File: src/shared/ppodc_defines.svh
/*
 * Offsets, field positions, reset values and masks for the pad open-drain
 * control block. Assumes a 32-bit Wishbone slave, one register per word.
 */
`ifndef PPODC_DEFINES_SVH
`define PPODC_DEFINES_SVH

// ----------------------------------------------------------------------------
// Register indices (byte address is four times the index)
// ----------------------------------------------------------------------------
`define PPODC_IDX_PADCFG 12'hf3c
`define PPODC_IDX_OD_SER 12'hf40
`define PPODC_IDX_OD_HI 12'hf41
`define PPODC_IDX_OD_CMP 12'hf42
`define PPODC_IDX_PORT 12'hf43
`define PPODC_IDX_LATCH 12'hf44
`define PPODC_IDX_DIR 12'hf45
`define PPODC_IDX_ANCFG 12'hf46

// ----------------------------------------------------------------------------
// Implemented bit masks and reset values
// ----------------------------------------------------------------------------
`define PPODC_MASK_PADCFG 8'h07
`define PPODC_MASK_OD_SER 8'h83
`define PPODC_MASK_OD_HI 8'h0f
`define PPODC_MASK_OD_CMP 8'hff
`define PPODC_RST_CTRL 8'h00
`define PPODC_RST_LATCH 7'h00
`define PPODC_RST_DIR 7'h7f
`define PPODC_RST_ANCFG 7'h00
`define PPODC_ANA_PINS 7'h2f
`define PPODC_OSC_PINS 7'h50

// ----------------------------------------------------------------------------
// Field positions
// ----------------------------------------------------------------------------
`define PPODC_BIT_TTL 0
`define PPODC_RTC_SEL_HI 2
`define PPODC_RTC_SEL_LO 1
`define PPODC_BIT_DELAY_EN 7
`define PPODC_DELAY_PIN 1
`define PPODC_RTC_ALARM 2'h0
`define PPODC_RTC_SEC 2'h1
`define PPODC_RTC_SRC 2'h2

`endif

File: src/shared/ppodc_pkg.sv
/*
 * Types for the pad open-drain control block.
 * Assumes ppodc_defines.svh supplies every numeric constant.
 */
package ppodc_pkg;

    // Wishbone classic request bundle from the master
    typedef struct packed {
        logic cyc;
        logic stb;
        logic we;
        logic [13:0] adr;
        logic [3:0] sel;
        logic [31:0] dat;
    } ppodc_wb_req_t;

    // Candidate sources for the real-time-clock pin
    typedef struct packed {
        logic alarm;
        logic seconds;
        logic source;
    } ppodc_rtc_src_t;

endpackage

File: src/verilog/ppodc_top.sv
/*
 * Pad open-drain control, first general-purpose port and pad configuration.
 * Assumes a Wishbone classic master on the same clock, pins arriving
 * asynchronously, and peripheral and remap signals from this clock domain.
 */
`timescale 1ns/1ps
`default_nettype none
`include "ppodc_defines.svh"

module ppodc_top (
    // Clock, reset and clock enable
    input wire logic clk_i,
    input wire logic rst_i,
    input wire logic ce_i,
    // Wishbone slave
    input wire ppodc_pkg::ppodc_wb_req_t wb_req_i,
    output logic wb_ack_o,
    output logic [31:0] wb_dat_o,
    // First port pads
    input wire logic [6:0] port_pin_i,
    output logic [6:0] port_pin_o,
    output logic [6:0] port_pin_oe_o,
    input wire logic osc_claims_pins_i,
    input wire logic comparator_on_i,
    // Remappable peripheral pads
    input wire logic [15:0] periph_out_i,
    input wire logic [15:0] periph_drive_i,
    input wire logic [63:0] remap_sel_i,
    output logic [15:0] remap_pad_o,
    output logic [15:0] remap_pad_oe_o,
    // Real-time-clock pin
    input wire ppodc_pkg::ppodc_rtc_src_t rtc_src_i,
    input wire logic rtc_pin_output_en_i,
    output logic rtc_pin_o,
    output logic rtc_pin_oe_o,
    // Pad configuration outputs
    output logic parallel_port_ttl_select_o,
    output logic charge_unit_delay_input_en_o,
    output logic charge_unit_delay_o
);
    import ppodc_pkg::*;

    // ------------------------------------------------------------------------
    // Storage
    // ------------------------------------------------------------------------
    logic [7:0] pad_cfg_q;
    logic [7:0] od_ser_q;
    logic [7:0] od_hi_q;
    logic [7:0] od_cmp_q;
    logic [6:0] latch_q;
    logic [6:0] dir_q;
    logic [6:0] ancfg_q;
    logic [6:0] pin_meta_q;
    logic [6:0] pin_sync_q;
    logic ack_q;
    logic [31:0] rd_q;
    logic [31:0] rd_d;
    logic [11:0] idx;
    logic wr_en;
    logic rd_en;
    logic [6:0] claimed;
    logic [6:0] analog;
    logic [6:0] pin_digital;
    logic [15:0] od_en;
    logic [1:0] rtc_sel;
    logic rtc_d;

    // ------------------------------------------------------------------------
    // Bus decode
    // ------------------------------------------------------------------------

    // Word index; low two address bits are byte lanes within the word
    assign idx = wb_req_i.adr[13:2];

    // A request is served once; ack_q blocks a second hit on the held request
    assign rd_en = ce_i & wb_req_i.cyc & wb_req_i.stb & ~ack_q;

    // Registers live in byte lane 0, so only that lane writes them
    assign wr_en = rd_en & wb_req_i.we & wb_req_i.sel[0];

    // ------------------------------------------------------------------------
    // Pin synchroniser
    // ------------------------------------------------------------------------

    // Two stages before any logic reads the pads
    always_ff @(posedge clk_i)
    begin
        if (rst_i)
        begin
            pin_meta_q <= 7'h00;
            pin_sync_q <= 7'h00;
        end
        else if (ce_i)
        begin
            pin_meta_q <= port_pin_i;
            pin_sync_q <= pin_meta_q;
        end
    end

    // ------------------------------------------------------------------------
    // Port pin qualification
    // ------------------------------------------------------------------------

    // Oscillator may take two pins, leaving a five-bit port
    assign claimed = osc_claims_pins_i ? `PPODC_OSC_PINS : 7'h00;

    // Config bit 0 means analog, so reset leaves capable pins analog
    assign analog = ~ancfg_q & `PPODC_ANA_PINS;

    // Analog pins, claimed pins and comparator-held pins read as zero.
    // Software is expected to stop the comparators first; this only
    // makes the reads deterministic if it does not.
    always_comb
    begin
        pin_digital = pin_sync_q & ~analog & ~claimed;
        if (comparator_on_i)
        begin
            pin_digital = pin_digital & ~`PPODC_ANA_PINS;
        end
    end

    // ------------------------------------------------------------------------
    // Control registers
    // ------------------------------------------------------------------------

    // Open-drain and pad config; masks drop unimplemented bits on write
    always_ff @(posedge clk_i)
    begin
        if (rst_i)
        begin
            pad_cfg_q <= `PPODC_RST_CTRL;
            od_ser_q <= `PPODC_RST_CTRL;
            od_hi_q <= `PPODC_RST_CTRL;
            od_cmp_q <= `PPODC_RST_CTRL;
        end
        else if (wr_en)
        begin
            case (idx)
                `PPODC_IDX_PADCFG:
                    pad_cfg_q <= wb_req_i.dat[7:0] & `PPODC_MASK_PADCFG;
                `PPODC_IDX_OD_SER:
                    od_ser_q <= wb_req_i.dat[7:0] & `PPODC_MASK_OD_SER;
                `PPODC_IDX_OD_HI:
                    od_hi_q <= wb_req_i.dat[7:0] & `PPODC_MASK_OD_HI;
                `PPODC_IDX_OD_CMP:
                    od_cmp_q <= wb_req_i.dat[7:0] & `PPODC_MASK_OD_CMP;
                default:
                    od_cmp_q <= od_cmp_q;
            endcase
        end
    end

    // Port registers; a write to the port address lands in the latch
    always_ff @(posedge clk_i)
    begin
        if (rst_i)
        begin
            latch_q <= `PPODC_RST_LATCH;
            dir_q <= `PPODC_RST_DIR;
            ancfg_q <= `PPODC_RST_ANCFG;
        end
        else if (wr_en)
        begin
            case (idx)
                `PPODC_IDX_PORT:
                    latch_q <= wb_req_i.dat[6:0];
                `PPODC_IDX_LATCH:
                    latch_q <= wb_req_i.dat[6:0];
                `PPODC_IDX_DIR:
                    dir_q <= wb_req_i.dat[6:0];
                `PPODC_IDX_ANCFG:
                    ancfg_q <= wb_req_i.dat[6:0] & `PPODC_ANA_PINS;
                default:
                    latch_q <= latch_q;
            endcase
        end
    end

    // ------------------------------------------------------------------------
    // Read mux
    // ------------------------------------------------------------------------

    // Unmapped addresses still ack, with zero data, so the bus never hangs
    always_comb
    begin
        rd_d = 32'h0000_0000;
        case (idx)
            `PPODC_IDX_PADCFG:
                rd_d[7:0] = pad_cfg_q;
            `PPODC_IDX_OD_SER:
                rd_d[7:0] = od_ser_q;
            `PPODC_IDX_OD_HI:
                rd_d[7:0] = od_hi_q;
            `PPODC_IDX_OD_CMP:
                rd_d[7:0] = od_cmp_q;
            `PPODC_IDX_PORT:
                rd_d[6:0] = pin_digital;
            `PPODC_IDX_LATCH:
                rd_d[6:0] = latch_q;
            `PPODC_IDX_DIR:
                rd_d[6:0] = dir_q;
            `PPODC_IDX_ANCFG:
                rd_d[6:0] = ancfg_q;
            default:
                rd_d = 32'h0000_0000;
        endcase
    end

    // One-cycle ack, dropped in the cycle after it was given
    always_ff @(posedge clk_i)
    begin
        if (rst_i)
        begin
            ack_q <= 1'b0;
            rd_q <= 32'h0000_0000;
        end
        else if (ce_i)
        begin
            ack_q <= rd_en;
            if (rd_en)
            begin
                rd_q <= rd_d;
            end
        end
    end

    assign wb_ack_o = ack_q;
    assign wb_dat_o = rd_q;

    // ------------------------------------------------------------------------
    // First port drivers
    // ------------------------------------------------------------------------

    // Direction acts even on analog pins; claimed pins are let go
    always_ff @(posedge clk_i)
    begin
        if (rst_i)
        begin
            port_pin_o <= 7'h00;
            port_pin_oe_o <= 7'h00;
        end
        else if (ce_i)
        begin
            port_pin_o <= latch_q;
            port_pin_oe_o <= ~dir_q & ~claimed;
        end
    end

    // ------------------------------------------------------------------------
    // Open-drain enables per peripheral output
    // ------------------------------------------------------------------------

    // Serial-peripheral ports use two entries each: data then clock
    assign od_en = {
        od_ser_q[1], od_ser_q[1],
        od_ser_q[0], od_ser_q[0],
        od_hi_q[3:0],
        od_cmp_q
    };

    // ------------------------------------------------------------------------
    // Remappable pads
    // ------------------------------------------------------------------------

    // Each pad takes its peripheral, and that peripheral's open-drain bit,
    // from the remap select, so the option follows the pin assignment.
    genvar g;
    generate
        for (g = 0; g < 16; g = g + 1)
        begin : g_pad
            logic [3:0] src;
            logic val;
            logic odm;
            assign src = remap_sel_i[g*4 +: 4];
            assign val = periph_out_i[src];
            assign odm = od_en[src];
            // Open-drain: drive low only, release on high
            always_ff @(posedge clk_i)
            begin
                if (rst_i)
                begin
                    remap_pad_o[g] <= 1'b0;
                    remap_pad_oe_o[g] <= 1'b0;
                end
                else if (ce_i)
                begin
                    remap_pad_o[g] <= odm ? 1'b0 : val;
                    remap_pad_oe_o[g] <= periph_drive_i[src] & ~(odm & val);
                end
            end
        end
    endgenerate

    // ------------------------------------------------------------------------
    // Real-time-clock pin
    // ------------------------------------------------------------------------

    assign rtc_sel = pad_cfg_q[`PPODC_RTC_SEL_HI:`PPODC_RTC_SEL_LO];

    // Reserved code drives low rather than an undefined source
    always_comb
    begin
        case (rtc_sel)
            `PPODC_RTC_ALARM:
                rtc_d = rtc_src_i.alarm;
            `PPODC_RTC_SEC:
                rtc_d = rtc_src_i.seconds;
            `PPODC_RTC_SRC:
                rtc_d = rtc_src_i.source;
            default:
                rtc_d = 1'b0;
        endcase
    end

    // The select alone never enables the pin
    always_ff @(posedge clk_i)
    begin
        if (rst_i)
        begin
            rtc_pin_o <= 1'b0;
            rtc_pin_oe_o <= 1'b0;
        end
        else if (ce_i)
        begin
            rtc_pin_o <= rtc_d & rtc_pin_output_en_i;
            rtc_pin_oe_o <= rtc_pin_output_en_i;
        end
    end

    // ------------------------------------------------------------------------
    // Pad configuration outputs
    // ------------------------------------------------------------------------

    // Delay input uses the raw synchronised level: analog mode on that
    // pin only blocks the port read, not this peripheral path.
    always_ff @(posedge clk_i)
    begin
        if (rst_i)
        begin
            parallel_port_ttl_select_o <= 1'b0;
            charge_unit_delay_input_en_o <= 1'b0;
            charge_unit_delay_o <= 1'b0;
        end
        else if (ce_i)
        begin
            parallel_port_ttl_select_o <= pad_cfg_q[`PPODC_BIT_TTL];
            charge_unit_delay_input_en_o <= od_ser_q[`PPODC_BIT_DELAY_EN];
            charge_unit_delay_o <= od_ser_q[`PPODC_BIT_DELAY_EN]
                & pin_sync_q[`PPODC_DELAY_PIN];
        end
    end

endmodule
`default_nettype wire
File: config.mk
export PLATFORM = sky130hd
export DESIGN_NAME = ppodc_top
export DESIGN_NICKNAME = d
export VERILOG_FILES = /design/src/shared/ppodc_pkg.sv /design/src/verilog/ppodc_top.sv
export VERILOG_INCLUDE_DIRS = /design/src /design/src/shared
export SDC_FILE = /design/constraint.sdc
export NUM_CORES = 1
export LEC_CHECK = 0
export BUFFER_PORTS_ARGS = -buffer_cell sky130_fd_sc_hd__buf_4
export CORE_MARGIN = 4
export CORE_UTILIZATION = 40
export DETAILED_ROUTE_END_ITERATION = 10
export GPL_ROUTABILITY_DRIVEN = 0
export PLACE_DENSITY = 0.62
export SYNTH_ARGS = -nofsm -noshare
export SYNTH_HDL_FRONTEND = slang
export SYNTH_SLANG_ARGS = --single-unit
File: constraint.sdc
create_clock -name clk_i -period 4.5 [get_ports clk_i]
set_clock_uncertainty 0.1 [all_clocks]
set_input_delay 0.9 -clock clk_i [delete_from_list [all_inputs] [get_ports clk_i]]
set_output_delay 0.9 -clock clk_i [all_outputs]
set_load 0.02 [all_outputs]
==> Flow_metrics.wiki, run 1 <==
{| class="wikitable"
! Metric !! Value
|-
| Result of the run || finished, final reports clean
|-
| Placeable core area || 26900 µm²
|-
| Post-layout worst setup margin || roughly 1.7 ns
|-
| Most frequent standard cell in the layout excluding fill and tap cells || buf_4
|-
| # port buffers || 195
|-
| HPWL after detailed placement || 26300 µm
|-
| Total of warnings raised by yosys || 0
|-
| Netlist area before placement || ~11000 µm²
|-
| Seq pwr share || 37.0%
|-
| Cell mode on critical path || buf_4
|-
| Count of cell types in the netlist || 47
|-
| Quantity of hold-fixing buffers added after cts || 0
|-
| Starting utilization of the core area || between 40% and 50%
|-
| Avg Synthesized Cell Area || 10.7 µm²
|-
| Vias per Instance || between 6 and 7
|-
| Total grt overflow || 0
|-
| Fillcell total || 2497
|-
| # resized after CTS || 0
|-
| Post-placement setup slack || 1.42 ns
|-
| Number of antenna violations at the first check in global routing || 2
|-
| Endpoints failing hold || 0
|-
| Largest driver fanout on the critical path || 22
|-
| Type of the most critical hold path || reg2reg
|-
| Async SR Flop Fraction || 0%
|-
| Critical path start-end classification || in2reg
|-
| Final cycle utilization of the critical path || roughly 63%
|-
| Switch share || between 30% and 40%
|-
| Final Critical Period || 2.82 ns
|-
| Commonest non-fill, non-tap cells in the layout || buf_4, mux2i_1, mux4_2
|-
| Die area || 29900 µm²
|-
| CP Capture Type || flop
|-
| DR DRC count || 0
|-
| Pin count of the biggest net entering global routing || 88
|-
| Transition time at the pin with the least slew margin || 1.01 ns
|-
| Fin nets || 1269
|-
| Chip Width || 173 µm
|-
| Average routed wire per standard cell || ~28 µm
|-
| Worst voltage drop across the vdd grid || 0.212 mV
|-
| Detail Route Antenna Nets || 0
|-
| First-pass GRT wire length || 59500 µm
|-
| Total stage count of the critical path || 6
|-
| Source-to-sink clock delay at the later pin of the worst-skew pair || roughly 0.35 ns
|-
| Maximum count of clock buffers along a single path || 2
|-
| Worst Reg2Reg Path Length in Cells || 5
|-
| Routed Wire Length || 40300 µm
|-
| H-tree lvl count || 3
|-
| Setup violations, final || 0
|-
| Cell chosen for the clock root || clkbuf_16
|-
| Count of TritonRoute iterations in the first routing pass || 6
|-
| Register bit total from synthesis || 111
|-
| Max Clock Freq || 355 MHz
|-
| Leakage || 5.13 nW
|-
| TritonCTS clock tree || done
|-
| Placed instance area || ~12000 µm²
|-
| Sum of negative setup slack || 0 ns
|-
| Sequential cell area fraction in the yosys report || between 20% and 30%
|-
| Max Slew Vio Count || 0
|-
| Total area of multi-input combinational cells || 7960 µm²
|-
| Mapped Cells || 1018
|-
| Core occupancy in the finished layout || 46.7%
|-
| Arrival time at the worst endpoint || around 3.0 ns
|-
| Area occupied by registers || 2220 µm²
|-
| Count of antenna diodes in the layout || 0
|-
| Count of pins on the block boundary || about 250
|-
| Total power || 2.81 mW
|-
| Number of flops mapped to enable cells by yosys || 0
|-
| DIE HEIGHT || ~170 µm
|-
| RSZ-0062 raised after global routing || no
|-
| Combinational share of power || between 30% and 40%
|-
| Fraction of final layout cells with drive strength greater than 1 || a little under two fifths
|-
| Max stage delay on crit path || 0.84 ns
|-
| Crit path required time || between 4 and 5 ns
|-
| Critical path launch point type || input pin
|-
| Worst slew margin || between 30 and 40%
|-
| Total via count in the routed design || 9755
|-
| Commonest register cell after synthesis || dfxtp_1
|-
| Number of cells on the worst hold path || 2
|-
| Clock Sinks || between 100 and 150
|-
| CP top delay family || compound AO/OA/AOI/OAI gates
|-
| Final design area excluding fillers || between 10000 and 15000 µm²
|-
| Cts bufs inserted || 9
|-
| Count of max-cap constraint violations || 0
|-
| # rows || 60
|-
| Internal power component || 1.93 mW
|-
| Clock network power share || 31.2%
|-
| GRT Total Usage || between 20% and 30%
|-
| Net Switching || 0.879 mW
|-
| Vias in the first global route || 9503
|-
| Power density relative to cell area || 224 nW/µm²
|-
| Number of post-CTS setup repair buffers || 0
|-
| Reg clk slew, reported paths || roughly 0.08 ns
|-
| CP Cell Sequence || buf_4, inv_1, buf_4, nand2_1, a221oi_1, a31o_2
|-
| Critical path buffer and inverter count || 3
|-
| P&R area growth vs syn || 15.1%
|-
| Detailed router's first-iteration violation count || around 1.4k
|-
| Worst-path cell with the longest stage delay || a221oi_1
|}
## metrics by stage
stage / hold WS [ns] / cells
floorplan: 0.333 / 1041
global placement: 0.353 / 1434
detailed placement: 0.360 / 1434
CTS: 0.370 / 1450
global route: 0.379 / 1450
finish: 0.370 / 1450
## kinds of logic (layout without fill, tap and decap cells)
group | Yosys count | in the layout | share of synthesized area (%)
multiplexers | 372 | 372 | 51.9
AND/OR/NAND/NOR | 205 | 205 | 9.98
buffers and inverters | 172 | 240 | 7.36
AO/OA/AOI/OAI | 157 | 157 | 10.3
flip-flops | 111 | 111 | 20.4
other | 1 | 24 | 0.0344
## area by class of cell
cell class	count	area share (%)
Clock buffer	9	1.80
Clock inverter	7	0.838
Inverter	23	0.689
Multi-Input combinational cell	758	63.5
Sequential cell	111	17.7
Tap cell	341	3.40
Timing Repair Buffer	201	12.0
## flip-flops by register name, indices dropped and copies added, names as in the netlist
signal                        count
pin_sync_q                        7
wb_ack_o                          1
ancfg_q                           5
pin_meta_q                        7
rtc_pin_o                         1
latch_q                           7
od_hi_q                           4
charge_unit_delay_input_en_o      1
wb_dat_o                          8
rtc_pin_oe_o                      1
charge_unit_delay_o               1
od_ser_q                          3
dir_q                             7
parallel_port_ttl_select_o        1
port_pin_oe_o                     7
remap_pad_oe_o                   16
od_cmp_q                          8
port_pin_o                        7
pad_cfg_q                         3
remap_pad_o                      16
## synthesized netlist by cell type (5+ instances only)
library cell / count / area [µm²]
a22oi_1: 20 / 150
nand2_1: 47 / 176
and2_1: 15 / 93.8
nor2_1: 56 / 210
clkbuf_1: 85 / 319
buf_4: 38 / 285
a22o_1: 8 / 70.1
a211oi_1: 5 / 37.5
dfxtp_1: 111 / 2220
or3b_2: 15 / 131
a221oi_1: 42 / 368
a31o_2: 14 / 123
mux2i_1: 197 / 1970
nand3_1: 19 / 95.1
buf_1: 20 / 75.1
buf_2: 5 / 25.0
a21oi_1: 35 / 175
nor2b_1: 18 / 113
mux2_2: 23 / 259
inv_1: 23 / 86.3
mux4_2: 152 / 3420
o21ai_0: 21 / 105
## metal layers
| layer | track usage (%) | routed length [µm] | up-vias |
|---|---|---|---|
| li1 | - | - | 4140 |
| met3 | 6.67 | 4850 | 143 |
| met2 | 40.7 | 18400 | 717 |
| met5 | 0 | 19 | - |
| met4 | 10.1 | 1600 | 4 |
| met1 | 33.8 | 15500 | 4751 |
## worst min-delay path: stages (launching register included)
cell     delay (ns)
dfxtp_1        0.32
nand2_1        0.06
a21oi_1        0.05
## final timing paths
kind / from / endpoint / slack, ns
worst max-delay path: rst_i / remap_pad_oe_o[6] / 1.68
worst min-delay path: rtc_pin_o / rtc_pin_o / 0.37
worst max register to register: od_cmp_q[4] / remap_pad_oe_o[6] / 2.00
worst min register to register: rtc_pin_o / rtc_pin_o / 0.37
## power by group through the flow
stage                     Sequential (mW)  Combinational (mW)  Clock [mW]
after CTS                            1.04               0.878       0.896
final                                1.04               0.892       0.876
after detailed placement             1.06               0.876           0
after floorplan                      1.09               0.552           0
after global placement               1.06               0.867           0
after global routing                 1.04               0.938       0.933
No activity file was read; power rests on OpenSTA's default activity.
==> inputs of run 2 (changes only) <==
PLACE_DENSITY = 0.64   (was 0.62)
clock period = 2.4 ns   (was 4.5 ns; I/O delays follow)
==> Flow_metrics.wiki, run 2 (synthesis gave the netlist of run 1 again) <==
{| class="wikitable"
! Metric !! Value
|-
| Result of the run || finished, final reports clean
|-
| Detail Route Antenna Nets || 0 (unchanged)
|-
| Placeable core area || 26900 µm² (unchanged)
|-
| Cell mode on critical path || mux2i_1
|-
| Worst-path cell with the longest stage delay || dfxtp_1
|-
| Arrival time at the worst endpoint || 2.57 ns (-0.44 ns)
|-
| Worst Hold Margin || 0.266 ns (-0.103 ns)
|-
| CP Capture Type || flop
|-
| Pin count of the biggest net entering global routing || 44 (-50%)
|-
| Final design area excluding fillers || 13000 µm² (+3.7%)
|-
| Fin nets || 1327 (+4.6%)
|-
| Starting utilization of the core area || 40.5% (unchanged)
|-
| # port buffers || 195 (unchanged)
|-
| Detailed router's first-iteration violation count || 1399 (+1.6%)
|-
| Fraction of final layout cells with drive strength greater than 1 || 41.6% (+3.3 points)
|-
| TritonCTS clock tree || done
|-
| CP top delay family || multiplexers
|-
| Clock Sinks || 111 (unchanged)
|-
| DR DRC count || 0 (unchanged)
|-
| Placed instance area || 12700 µm² (+3.9%)
|-
| Count of TritonRoute iterations in the first routing pass || 8 (+2)
|-
| Power density relative to cell area || 403 nW/µm² (+80%)
|-
| Count of pins on the block boundary || 249 (unchanged)
|-
| Chip Width || 173 µm (unchanged)
|-
| Max stage delay on crit path || 0.60 ns (-0.24 ns)
|-
| Crit path required time || 2.61 ns (-2.09 ns)
|-
| Setup violations, final || 0 (unchanged)
|-
| RSZ-0062 raised after global routing || no
|-
| Total power || 5.24 mW (+87%)
|-
| # rows || 60 (unchanged)
|-
| DIE HEIGHT || 173 µm (unchanged)
|-
| Endpoints failing hold || 0 (unchanged)
|-
| Vias per Instance || 6.59 (-2.0%)
|-
| # resized after CTS || 0 (unchanged)
|-
| Average routed wire per standard cell || 26.9 µm (-3.3%)
|-
| H-tree lvl count || 3 (unchanged)
|-
| Largest driver fanout on the critical path || 16 (-27%)
|-
| Worst voltage drop across the vdd grid || 0.364 mV (+72%)
|-
| Cell chosen for the clock root || clkbuf_16
|-
| Reg clk slew, reported paths || 0.08 ns (about the same)
|-
| GRT Total Usage || 25.9% (+0.27 points)
|-
| Type of the most critical hold path || in2reg
|-
| Total via count in the routed design || 9943 (+1.9%)
|-
| Max Clock Freq || 424 MHz
|-
| Leakage || 5.44 nW (+5.9%)
|-
| Source-to-sink clock delay at the later pin of the worst-skew pair || 0.35 ns (about the same)
|-
| Maximum count of clock buffers along a single path || 2 (unchanged)
|-
| Number of antenna violations at the first check in global routing || 0 (-2)
|-
| HPWL after detailed placement || 27500 µm (+4.4%)
|-
| Critical path start-end classification || reg2reg
|-
| Worst slew margin || 32.6% (+0.24 points)
|-
| Commonest non-fill, non-tap cells in the layout || buf_4, mux2i_1, mux4_2
|-
| Final Critical Period || 2.36 ns
|-
| Vias in the first global route || 9924 (+4.4%)
|-
| Final cycle utilization of the critical path || 98.3%
|-
| Number of post-CTS setup repair buffers || 0 (unchanged)
|-
| Critical path launch point type || flop
|-
| Max Slew Vio Count || 0 (unchanged)
|-
| Transition time at the pin with the least slew margin || 1.01 ns (-0.00356 ns)
|-
| Routed Wire Length || 40600 µm (+0.61%)
|-
| Die area || 29900 µm² (unchanged)
|-
| First-pass GRT wire length || 60500 µm (+1.7%)
|-
| Total grt overflow || 0 (unchanged)
|-
| P&R area growth vs syn || 19.3%
|-
| Count of max-cap constraint violations || 0 (unchanged)
|-
| CP Cell Sequence || mux4_2, mux2i_1, mux2i_1, a221oi_1, buf_4, a31o_2
|-
| Most frequent standard cell in the layout excluding fill and tap cells || buf_4
|-
| Sum of negative setup slack || 0 ns (unchanged)
|-
| Largest regs || remap_pad_o (16), remap_pad_oe_o (16)
|-
| Count of antenna diodes in the layout || 0 (unchanged)
|-
| Quantity of hold-fixing buffers added after cts || 0 (unchanged)
|-
| Critical path buffer and inverter count || 1 (-2)
|-
| Cts bufs inserted || 9 (unchanged)
|}
-- run 2: changes by cell type in the layout (fill, tap and decap cells not counted), sizes merged --
cell,previous run,this run
clkbuf,9,10
buf,201,259
bufinv,2,1
inv,24,27
clkinv,3,0
-- run 2: final timing paths --
path | from | end | slack (ns) | cells past startpoint
worst max-delay path | od_cmp_q[3] | remap_pad_oe_o[7] | 0.04 | 6
worst min-delay path | port_pin_i[4] | pin_meta_q[4] | 0.27 | 3
worst max register to register | od_cmp_q[3] | remap_pad_oe_o[7] | 0.04 | 6
worst min register to register | wb_dat_o[3] | wb_dat_o[3] | 0.36 | 2
-- run 2: worst min-delay path: stages --
cell	delay (ns)
buf_4	0.08
mux2i_1	0.05
nor2_1	0.07
-- run 2: cell type report --
class                      instances  area [µm²]
clock buffer                      10         239
clock inverter                     6        75.1
fill                            2468       13900
inverter                          23        86.3
multi-input combinational        758        7960
sequential                       111        2230
tap                              341         427
timing repair buffer             259        1980
-- run 2: metal layers --
| layer | up-vias | wire [µm] | track usage [%] |
|---|---|---|---|
| met2 | 755 | 18400 | 41.7 |
| met4 | 0 | 2050 | 10.9 |
| met5 | - | 0 | 0 |
| met3 | 157 | 4700 | 6.60 |
| met1 | 4769 | 15400 | 33.4 |
| li1 | 4262 | - | - |
-- run 2: power by group --
group | total (mW) | leakage [nW] | switching [mW] | internal [mW]
clock | 1.57 | 0.152 | 0.713 | 0.857
combinational | 1.72 | 4.38 | 0.908 | 0.812
sequential | 1.95 | 0.905 | 0.0413 | 1.91
total | 5.24 | 5.44 | 1.66 | 3.57
-- run 2: metrics by stage --
step	setup slack (ns)	utilization [%]	cells
after detailed placement	0.0294	47.2	1492
after CTS	0.0932	48.4	1508
after global placement	0.0629	47.2	1492
after floorplan	0.0183	-	1041
after global routing	0.00819	48.4	1508
final	0.0407	48.4	1508
==> inputs of run 3 (changes only) <==
==> constraint.sdc (replaced) <==
create_clock -name clk_i -period 2.4 [get_ports clk_i]
set_clock_uncertainty 0.1 [all_clocks]
set_input_delay 0.24 -clock clk_i [delete_from_list [all_inputs] [get_ports clk_i]]
set_output_delay 0.24 -clock clk_i [all_outputs]
set_load 0.02 [all_outputs]
==> Flow_metrics.wiki, run 3 (synthesis gave the netlist of run 1 again) <==
{| class="wikitable"
! Metric !! Value
|-
| Starting utilization of the core area || 40.5% (unchanged)
|-
| Type of the most critical hold path || in2reg
|-
| P&R area growth vs syn || 17.2%
|-
| Chip Width || 173 µm (unchanged)
|-
| H-tree lvl count || 3 (unchanged)
|-
| Cell total after placement || 1469 (-1.5%)
|-
| Fraction of final layout cells with drive strength greater than 1 || 40.5% (-1.2 points)
|-
| Setup violations, final || 0 (unchanged)
|-
| Cts bufs inserted || 9 (unchanged)
|-
| Critical path start-end classification || reg2reg
|-
| Max Clock Freq || 433 MHz (+2.2%)
|-
| Sum of negative setup slack || 0 ns (unchanged)
|-
| TritonCTS clock tree || done
|-
| Routed length on met2 || 18400 µm (-0.37%)
|-
| Max Slew Vio Count || 0 (unchanged)
|-
| GRT Total Usage || 25.3% (-0.63 points)
|-
| DIE HEIGHT || 173 µm (unchanged)
|-
| Worst voltage drop across the vdd grid || 0.325 mV (-11%)
|-
| Result of the run || finished, final reports clean
|-
| Arrival time at the worst endpoint || 2.48 ns (-0.09 ns)
|-
| Final cycle utilization of the critical path || 96.2% (-2.1 points)
|-
| Total power || 5.06 mW (-3.4%)
|-
| Post-route non-filler standard cell count || 1485 (-1.5%)
|-
| HPWL after detailed placement || 26800 µm (-2.4%)
|-
| Routed Wire Length || 39900 µm (-1.6%)
|-
| Total grt overflow || 0 (unchanged)
|-
| Met1 Routed Length || 14900 µm (-3.0%)
|-
| Source-to-sink clock delay at the later pin of the worst-skew pair || 0.34 ns (about the same)
|-
| DR DRC count || 0 (unchanged)
|-
| Worst slew margin || 35.7% (+3.0 points)
|-
| Maximum count of clock buffers along a single path || 2 (unchanged)
|-
| Crit path required time || 2.57 ns (-0.04 ns)
|-
| # rows || 60 (unchanged)
|-
| Commonest non-fill, non-tap cells in the layout || buf_4, mux2i_1, mux4_2
|-
| RSZ-0062 raised after global routing || no
|-
| Final design area excluding fillers || 12800 µm² (-1.8%)
|-
| Placed instance area || 12500 µm² (-1.6%)
|-
| Core occupancy in the finished layout || 47.5% (-0.85 points)
|-
| Power density relative to cell area || 396 nW/µm² (-1.7%)
|-
| Leakage || 5.30 nW (-2.6%)
|-
| Post-layout worst setup margin || 0.0911 ns (+0.0504 ns)
|-
| Pin count of the biggest net entering global routing || 46 (+4.5%)
|-
| Reg clk slew, reported paths || 0.07 ns (about the same)
|-
| Fillcell total || 2497 (+1.2%)
|-
| Detailed router's first-iteration violation count || 1155 (-17%)
|-
| Routed length on met3 || 4970 µm (+5.6%)
|-
| Final Critical Period || 2.31 ns (-0.0504 ns)
|-
| Count of pins on the block boundary || 249 (unchanged)
|-
| Endpoints failing hold || 0 (unchanged)
|-
| Post-placement setup slack || 0.137 ns (+0.107 ns)
|-
| Critical path launch point type || flop
|-
| Most frequent standard cell in the layout excluding fill and tap cells || buf_4
|-
| Detail Route Antenna Nets || 0 (unchanged)
|-
| Vias per Instance || 6.69 (+1.5%)
|-
| Count of max-cap constraint violations || 0 (unchanged)
|-
| Average routed wire per standard cell || 26.9 µm (-0.10%)
|-
| # port buffers || 195 (unchanged)
|-
| Count of TritonRoute iterations in the first routing pass || 6 (-2)
|-
| Fin nets || 1304 (-1.7%)
|-
| Total via count in the routed design || 9941 (-0.020%)
|-
| Count of antenna diodes in the layout || 0 (unchanged)
|-
| Cell chosen for the clock root || clkbuf_16
|-
| Placeable core area || 26900 µm² (unchanged)
|-
| Largest driver fanout on the critical path || 17 (+1)
|-
| Worst Hold Margin || 0.0326 ns (-0.234 ns)
|-
| CP Capture Type || flop
|-
| Number of antenna violations at the first check in global routing || 0 (unchanged)
|-
| Largest regs || remap_pad_o (16), remap_pad_oe_o (16)
|-
| Vias in the first global route || 9639 (-2.9%)
|-
| Clock Sinks || 111 (unchanged)
|-
| Highest signal layer in the routed design || met4
|-
| Number of post-CTS setup repair buffers || 0 (unchanged)
|-
| First-pass GRT wire length || 59300 µm (-2.0%)
|-
| Die area || 29900 µm² (unchanged)
|-
| Transition time at the pin with the least slew margin || 0.964 ns (-0.0456 ns)
|}
run 3: cell count changes in the layout (fill, tap and decap cells not counted):
cell        change
buf_4          -21
inv_8           -1
bufinv_16       -1
clkinv_2        +1
clkinvlp_4      +2
inv_6           -2
buf_12          -2
clkinv_4        +1
run 3: area by class of cell:
class | instances | area (µm²) | share of cell area [%]
tap | 341 | 427 | 3.34
sequential | 111 | 2230 | 17.4
clock buffer | 10 | 239 | 1.87
clock inverter | 6 | 45.0 | 0.353
multi-input combinational | 758 | 7960 | 62.4
timing repair buffer | 236 | 1780 | 14.0
inverter | 23 | 86.3 | 0.676
run 3: worst paths after layout:
check	startpoint	to	slack, ns	cells past startpoint
max	od_cmp_q[3]	remap_pad_o[8]	0.09	5
min	port_pin_i[4]	pin_meta_q[4]	0.03	3
max reg2reg	od_cmp_q[3]	remap_pad_o[8]	0.09	5
min reg2reg	rtc_pin_o	rtc_pin_o	0.37	2
run 3: metal layers:
layer,GRT usage (%),vias to the layer above
met5,0,-
met4,10.1,0
met3,7.15,141
met2,40.3,752
met1,32.8,4849
li1,-,4199
run 3: where the power goes:
part	total, mW	internal (mW)	switching, mW	leakage (nW)
combinational	1.69	0.795	0.894	4.26
clock	1.42	0.737	0.680	0.131
sequential	1.95	1.91	0.0455	0.905
total	5.06	3.44	1.62	5.30
run 3: what timing repair did:
item / 4_1_cts / 5_1_grt
hold buffers: 0 / 0
endpoints found under the setup margin: 0 / 1
gates resized for setup: 0 / 3
run 3: worst max-delay path: stages (launching register included):
cell and delay (ns):
dfxtp_1 0.59, mux4_2 0.59, mux2i_1 0.20, mux2i_1 0.11
or3b_2 0.49, a21oi_1 0.16
